$ cat config.mk
export PLATFORM = sky130hd
export DESIGN_NAME = quasi_port
export DESIGN_NICKNAME = d
export VERILOG_FILES = /design/src/rtl/quasi_port_pkg.sv /design/src/rtl/quasi_port.sv /design/src/rtl/quasi_bit_driver.sv
export SDC_FILE = /design/constraint.sdc
export NUM_CORES = 1
export LEC_CHECK = 0
export BUFFER_PORTS_ARGS = -buffer_cell sky130_fd_sc_hd__buf_2
export CORE_AREA = 4 4 93 95
export CTS_BUF_LIST = sky130_fd_sc_hd__clkbuf_8
export CTS_CLUSTER_SIZE = 20
export DETAILED_ROUTE_END_ITERATION = 10
export DIE_AREA = 0 0 97 99
export GPL_ROUTABILITY_DRIVEN = 0
export PLACE_DENSITY = 0.66
export SYNTH_ARGS = -nofsm -noshare
export SYNTH_HDL_FRONTEND = slang
export SYNTH_HIERARCHICAL = 1
export SYNTH_SLANG_ARGS = --single-unit
$ cat constraint.sdc
create_clock -name clk -period 2.6 [get_ports clk]
set_clock_uncertainty 0.15 [all_clocks]
set_input_delay 0.39 -clock clk [delete_from_list [all_inputs] [get_ports clk]]
set_output_delay 0.39 -clock clk [all_outputs]
set_load 0.01 [all_outputs]
$ cat src/rtl/quasi_port_pkg.sv
// package for the quasi-bidirectional port and its reset pin
// assumes one 25 MHz core clock and a synchronous active-low reset
package quasi_port_pkg;
  localparam int unsigned port_width = 8;
  localparam logic [7:0] latch_reset_value = 8'hff;
  localparam int unsigned clk_period_ns = 40;
  // strong pull-high pulse, least time
  localparam int unsigned boost_time_ns = 40;
  localparam int unsigned boost_cycles_raw =
    (boost_time_ns + clk_period_ns - 1) / clk_period_ns;
  localparam int unsigned boost_cycles =
    (boost_cycles_raw < 1) ? 1 : boost_cycles_raw;
  localparam logic [3:0] boost_count_load = 4'(boost_cycles);
  localparam logic [3:0] boost_count_zero = 4'h0;
  // internal reset hold after the last internal source drops
  localparam int unsigned int_reset_hold_cycles = 4;
  localparam logic [3:0] int_reset_hold_load = 4'(int_reset_hold_cycles);
  // pin positions of the alternate functions
  localparam int unsigned bit_timer_io = 4;
  localparam int unsigned bit_reload_trig = 5;
  localparam int unsigned bit_serial_rx = 6;
  localparam int unsigned bit_serial_tx = 7;

  typedef struct packed {
    logic [7:0] drive_low;
    logic [7:0] drive_high_strong;
    logic [7:0] pull_weak;
  } pin_drive_t;

  typedef struct packed {
    logic [3:0] ext_irq;
    logic [3:0] capture_trig;
    logic timer_two_ext_io;
    logic timer_two_reload_trigger;
    logic serial_b_receive;
  } alt_inputs_t;

  typedef enum logic [1:0] {
    rst_idle,
    rst_internal,
    rst_release
  } reset_state_t;
endpackage

$ cat src/rtl/quasi_port.sv
// quasi-bidirectional 8-bit port with alternate functions and reset pin
// assumes pin inputs synchronous to clk; pin level resolved by the bench

// What this block does
// - reset sets latch ones; rst_b gives weak pullup only, core_reset gives bits that held zero a boost pulse first
// - written zero turns strong pulldown on
// - zero-to-one write gives short strong pull-high
// - bits zero-three feed interrupts or capture triggers
// - capture enable routes pins to capture triggers
// - bit four timer io, five reload trigger
// - bit six serial receive, seven transmit
// - reset pin is active-high, wire-ored request
// - internal reset sources drive reset pin out
// - pin high whole internal reset plus a four-cycle hold, then low
module quasi_port (
  input wire logic clk,
  input wire logic rst_b,
  input wire logic latch_write,
  input wire logic [7:0] latch_wdata,
  output logic [7:0] latch_rdata,
  output logic [7:0] pin_rdata,
  input wire logic [7:0] quasi_port_pins_in,
  output logic [7:0] quasi_port_pins_out,
  output logic [7:0] quasi_port_pins_oe,
  output quasi_port_pkg::pin_drive_t pin_drive,
  input wire logic capture_enable,
  input wire logic timer_two_io_enable,
  input wire logic timer_two_out,
  input wire logic serial_b_enable,
  input wire logic serial_b_transmit,
  output quasi_port_pkg::alt_inputs_t alt_in,
  input wire logic reset_pin_in,
  output logic reset_pin_out,
  output logic reset_pin_oe,
  input wire logic watchdog_reset,
  input wire logic power_fail_reset,
  input wire logic crystal_fail_reset,
  output logic core_reset
);
  logic [7:0] latch_reg;
  logic [7:0] latch_next;
  logic [7:0] pin_reg;
  logic [7:0] pin_next;
  logic [7:0] eff_bit;
  logic [7:0] drv_low;
  logic [7:0] drv_high;
  logic [7:0] drv_weak;
  quasi_port_pkg::alt_inputs_t alt_reg;
  quasi_port_pkg::alt_inputs_t alt_next;
  quasi_port_pkg::reset_state_t rst_state_reg;
  quasi_port_pkg::reset_state_t rst_state_next;
  logic [3:0] hold_reg;
  logic [3:0] hold_next;
  logic ext_reset_reg;
  logic ext_reset_next;
  logic internal_src;

  // port latch
  always_comb begin
    latch_next = latch_reg;
    if (latch_write) begin
      latch_next = latch_wdata;
    end
  end

  always_ff @(posedge clk) begin
    if (!rst_b || core_reset) begin
      latch_reg <= quasi_port_pkg::latch_reset_value;
    end else begin
      latch_reg <= latch_next;
    end
  end

  // alternate outputs ride the latch: a one in the latch lets them through
  always_comb begin
    eff_bit = latch_reg;
    if (timer_two_io_enable) begin
      eff_bit[quasi_port_pkg::bit_timer_io] =
        latch_reg[quasi_port_pkg::bit_timer_io] & timer_two_out;
    end
    if (serial_b_enable) begin
      eff_bit[quasi_port_pkg::bit_serial_tx] =
        latch_reg[quasi_port_pkg::bit_serial_tx] & serial_b_transmit;
    end
  end

  for (genvar i = 0; i < 8; i++) begin : g_bit
    quasi_bit_driver u_drv (
      .clk(clk),
      .rst_b(rst_b),
      .latch_bit(eff_bit[i]),
      .drive_low(drv_low[i]),
      .drive_high_strong(drv_high[i]),
      .pull_weak(drv_weak[i])
    );
  end

  // weak pullup is not a drive: the bench resolves it; outside wins
  assign quasi_port_pins_out = drv_high;
  assign quasi_port_pins_oe = drv_low | drv_high;
  assign pin_drive.drive_low = drv_low;
  assign pin_drive.drive_high_strong = drv_high;
  assign pin_drive.pull_weak = drv_weak;

  // pin sampling and alternate inputs
  always_comb begin
    pin_next = quasi_port_pins_in;
    alt_next.ext_irq = quasi_port_pins_in[3:0];
    alt_next.capture_trig = capture_enable ?
      quasi_port_pins_in[3:0] : 4'hf;
    alt_next.timer_two_ext_io =
      quasi_port_pins_in[quasi_port_pkg::bit_timer_io];
    alt_next.timer_two_reload_trigger =
      quasi_port_pins_in[quasi_port_pkg::bit_reload_trig];
    alt_next.serial_b_receive = serial_b_enable ?
      quasi_port_pins_in[quasi_port_pkg::bit_serial_rx] : 1'b1;
  end

  always_ff @(posedge clk) begin
    if (!rst_b) begin
      pin_reg <= 8'hff;
      alt_reg <= '1;
    end else begin
      pin_reg <= pin_next;
      alt_reg <= alt_next;
    end
  end

  assign pin_rdata = pin_reg;
  assign latch_rdata = latch_reg;
  assign alt_in = alt_reg;

  // reset pin: external request and internal sources
  assign internal_src = watchdog_reset | power_fail_reset | crystal_fail_reset;

  always_comb begin
    rst_state_next = rst_state_reg;
    hold_next = hold_reg;
    // our own drive reads back high; only outside highs count as external
    ext_reset_next = reset_pin_in && !reset_pin_oe;
    case (rst_state_reg)
      quasi_port_pkg::rst_idle: begin
        if (internal_src) begin
          rst_state_next = quasi_port_pkg::rst_internal;
        end
      end
      quasi_port_pkg::rst_internal: begin
        hold_next = quasi_port_pkg::int_reset_hold_load;
        if (!internal_src) begin
          rst_state_next = quasi_port_pkg::rst_release;
        end
      end
      quasi_port_pkg::rst_release: begin
        if (internal_src) begin
          rst_state_next = quasi_port_pkg::rst_internal;
        end else if (hold_reg == 4'h1) begin
          rst_state_next = quasi_port_pkg::rst_idle;
          hold_next = 4'h0;
        end else begin
          hold_next = hold_reg - 4'h1;
        end
      end
      default: begin
        rst_state_next = quasi_port_pkg::rst_idle;
      end
    endcase
  end

  always_ff @(posedge clk) begin
    if (!rst_b) begin
      rst_state_reg <= quasi_port_pkg::rst_idle;
      hold_reg <= 4'h0;
      ext_reset_reg <= 1'b0;
    end else begin
      rst_state_reg <= rst_state_next;
      hold_reg <= hold_next;
      ext_reset_reg <= ext_reset_next;
    end
  end

  assign reset_pin_oe = (rst_state_reg != quasi_port_pkg::rst_idle);
  assign reset_pin_out = reset_pin_oe;
  assign core_reset = reset_pin_oe | ext_reset_reg;
endmodule // quasi_port

$ cat src/rtl/quasi_bit_driver.sv
// one quasi-bidirectional pin driver: pulldown, boost pulse, weak pullup
// assumes the latch value arrives registered from the parent
module quasi_bit_driver (
  input wire logic clk,
  input wire logic rst_b,
  input wire logic latch_bit,
  output logic drive_low,
  output logic drive_high_strong,
  output logic pull_weak
);
  logic prev_reg;
  logic prev_next;
  logic [3:0] boost_reg;
  logic [3:0] boost_next;

  always_comb begin
    prev_next = latch_bit;
    boost_next = boost_reg;
    if (!latch_bit) begin
      boost_next = quasi_port_pkg::boost_count_zero;
    end else if (!prev_reg) begin
      boost_next = quasi_port_pkg::boost_count_load;
    end else if (boost_reg != quasi_port_pkg::boost_count_zero) begin
      boost_next = boost_reg - 4'h1;
    end
  end

  always_ff @(posedge clk) begin
    if (!rst_b) begin
      prev_reg <= 1'b1;
      boost_reg <= quasi_port_pkg::boost_count_zero;
    end else begin
      prev_reg <= prev_next;
      boost_reg <= boost_next;
    end
  end

  // boost also covers the cycle the one is first seen, so no gap to low
  assign drive_low = !latch_bit;
  assign drive_high_strong = latch_bit &&
    (!prev_reg || boost_reg != quasi_port_pkg::boost_count_zero);
  assign pull_weak = latch_bit;
endmodule // quasi_bit_driver

==> results_dict.tcl <==
set metrics [dict create \
    grt_overflow_total 0 \
    critPathTopFamily "simple AND/OR/NAND/NOR gates" \
    slew_viol_final 0 \
    p_clk_share_pct 19.4 \
    area_growth_pct 19.3 \
    internal-power_mw 2.81 \
    yosysWarnings 6 \
    grt_pass1_wl_mm 10.1 \
    seqPwrFrac_pct 33.3 \
    clk_pin_slew_ns 0.08 \
    ant_nets 0 \
    powerDensity_mw_per_mm2 1190 \
    fmax_mhz 422 \
    netlist_area_mm2 0.00317 \
    syn_area_per_cell_um2 9.44 \
    dieWidth_um 97 \
    drv_cap 0 \
    core_mm2 0.00773 \
    slew_headroom_pct 69.9 \
    power.total_mw 4.49 \
    ys_seq_area_share_pct 42.9 \
    dieArea_mm2 0.00960 \
    cts.sinks 68 \
    dp.cells 507 \
    die_h_um 99 \
    swShare_pct 37.4 \
    syn-num-nets 382 \
    placedInstanceArea_mm2 0.00359 \
    stdcell_count 523 \
    worst_path_max_delay_cell "dfxtp_1" \
    io_pins 98 \
    status "complete, no violations" \
    end_kind "primary output" \
    avgRoutedWirePerCell_um 11.9 \
    slowest_delay_ns 0.32 \
    required_ns 2.06 \
    tightest_slew_ns 0.448 \
    hold_ws_ns 0.0791 \
    ctsLongestPathBuffers 2 \
    period_needed_ns 2.37 \
    largest_reg_flops 32 \
    antenna_found_initial 1 \
    synth_cells 336 \
    start_util_pct 41.1 \
    htreeDepth 3 \
    clk_latency_ns 0.34 \
    drc_errors 0 \
    crit_buf_inv 2 \
    hold-path-cell-count 2 \
    path_cells "inv_1, ha_1, nor3b_4, a21oi_1, or2_2, buf_2" \
    hold_violations 0 \
    drt_wl_total_mm 6.20 \
    combPwrFrac_pct 47.3 \
    hpwl_mm 4.75 \
    grt_pass1_vias 2245 \
    synth.ff_latch_count 68 \
    io_buffer_count 97 \
    cp.arrival_ns 1.83 \
    irDropWorstVdd_uv 504 \
    fin_nets 462 \
    ys_async_sr_fraction_pct 0 \
    cp_max_fo 5 \
    cts_tree "built" \
    p_sw_mw 1.68 \
    row_count 32 \
    grt_usage_pct 12.8 \
    firstDrtPassIters 4 \
    synth_ff_type "dfxtp_1" \
    synth-edff-count 0 \
    cts_root_buf "clkbuf_8" \
    final-setup-viol-count 0 \
    layout-drive-gt1-share_pct 32.1 \
    ys_types 30 \
    grt_max_degree 22 \
    vias_per_cell 4.59 \
    path_depth 6 \
    finalInstanceArea_mm2 0.00378 \
    start_kind "flop" \
    cts_setup_buffers 0 \
    cts_resized 0 \
    diodes 0 \
    finalCritPeriodShare_pct 91.2 \
    tns_ns 0 \
    p_leak_nw 1.73 \
    rsz0062_at_grt "false" \
    path_class "flop to primary output" \
    hold_buffers 0 \
    hp-class "input pin to flop" \
    drt-initial-drc-count 33 \
    worst-r2r-cell-count 5 \
    vias 2400 \
    numCtsBuffers 9 \
]
==> final timing paths <==
check,startpoint,to,slack (ns)
worst max register to register,hold_reg[1]$_SDFFE_PN0P_,hold_reg[2]$_SDFFE_PN0P_,0.97
worst min-delay path,quasi_port_pins_in[4],pin_rdata[4]$_SDFF_PN1_,0.08
worst min register to register,g_bit[5].u_drv/prev_reg$_SDFF_PN1_,g_bit[5].u_drv/boost_reg[0]$_SDFFE_PN0P_,0.30
worst max-delay path,g_bit[6].u_drv/boost_reg[0]$_SDFFE_PN0P_,quasi_port_pins_oe[6],0.23
==> cell usage after synthesis (all sizes together) (3+ instances only) <==
master | n | area [µm²]
or2 | 9 | 56.3
nand3 | 8 | 40.0
mux2i | 16 | 160
or3 | 3 | 20.0
nor2b | 9 | 56.3
nand2b | 10 | 62.6
nor2 | 19 | 71.3
inv | 29 | 109
nor3b | 9 | 158
nand2 | 25 | 93.8
dfxtp | 68 | 1360
a211oi | 9 | 67.6
o211ai | 3 | 22.5
buf | 30 | 223
nor3 | 18 | 90.1
nand3b | 6 | 45.0
ha | 18 | 225
xnor2 | 16 | 140
a21oi | 18 | 90.1
==> area by class of cell <==
| type | count | area, µm² |
|---|---|---|
| fillers | 723 | 3940 |
| repair buffers | 101 | 515 |
| well taps | 102 | 128 |
| clock buffers | 9 | 124 |
| multi-input cells | 207 | 1470 |
| clock inverters | 7 | 75.1 |
| flip-flops and latches | 68 | 1360 |
| inverters | 29 | 109 |
==> worst reg2reg max path, cell delays in order (launching register included) <==
cell,delay (ns)
dfxtp_1,0.36
inv_1,0.07
ha_1,0.19
nor3b_1,0.16
or4_1,0.47
a31oi_1,0.16
==> power by group through the flow <==
stage	Clock (mW)	Combinational, mW	Sequential [mW]
3_3_place_gp	0	2.07	1.51
5_1_grt	0.953	2.37	1.53
2_1_floorplan	0	1.74	1.49
4_1_cts	0.900	2.15	1.50
6_report	0.872	2.13	1.50
3_5_place_dp	0	2.14	1.52
==> cells in the final DEF, fill, tap and decap left out, drive strengths merged, types with 2 or more instances in the layout <==
| cell type | Yosys | layout |
|---|---|---|
| xnor2 | 16 | 16 |
| nor2 | 19 | 19 |
| or3 | 3 | 3 |
| nor3 | 18 | 18 |
| a31oi | 2 | 2 |
| mux2i | 16 | 16 |
| nand3 | 8 | 8 |
| nand2b | 10 | 10 |
| or2 | 9 | 9 |
| dfxtp | 68 | 68 |
| or4 | 2 | 2 |
| o21ai | 2 | 2 |
| a211oi | 9 | 9 |
| ha | 18 | 18 |
| inv | 29 | 31 |
| o211ai | 3 | 3 |
| nand2 | 25 | 25 |
| a21oi | 18 | 18 |
| nor3b | 9 | 9 |
| buf | 30 | 101 |
| nor2b | 9 | 9 |
| nand3b | 6 | 6 |
| clkinvlp | 0 | 3 |
| clkbuf | 2 | 9 |
| a21boi | 2 | 2 |
==> stage by stage <==
stage / util (%) / setup WS [ns]
6_report: 49.0 / 0.229
5_1_grt: 49.0 / 0.0855
4_1_cts: 49.0 / 0.197
3_5_place_dp: 46.4 / 0.583
3_3_place_gp: 46.4 / 0.622
2_1_floorplan: - / 0.694
==> cell families after synthesis <==
logic type               count (synthesis)  synth area share [%]
AND/OR/NAND/NOR                        121                  23.0
flip-flops                              68                  42.9
adder cells (fa/ha/maj)                 18                  7.10
multiplexers                            16                  5.05
XOR/XNOR                                16                  4.42
AO/OA/AOI/OAI                           36                  6.86
buffers and inverters                   61                  10.7
==> metal layers <==
metal / GRT usage (%) / vias up / wire [µm]
li1: - / 1247 / -
met1: 16.3 / 1077 / 2920
met2: 19.7 / 68 / 2800
met3: 5.45 / 6 / 428
met4: 4.21 / 2 / 43
met5: 0 / - / 7
Note: power is estimated with default switching activity, not from simulation.
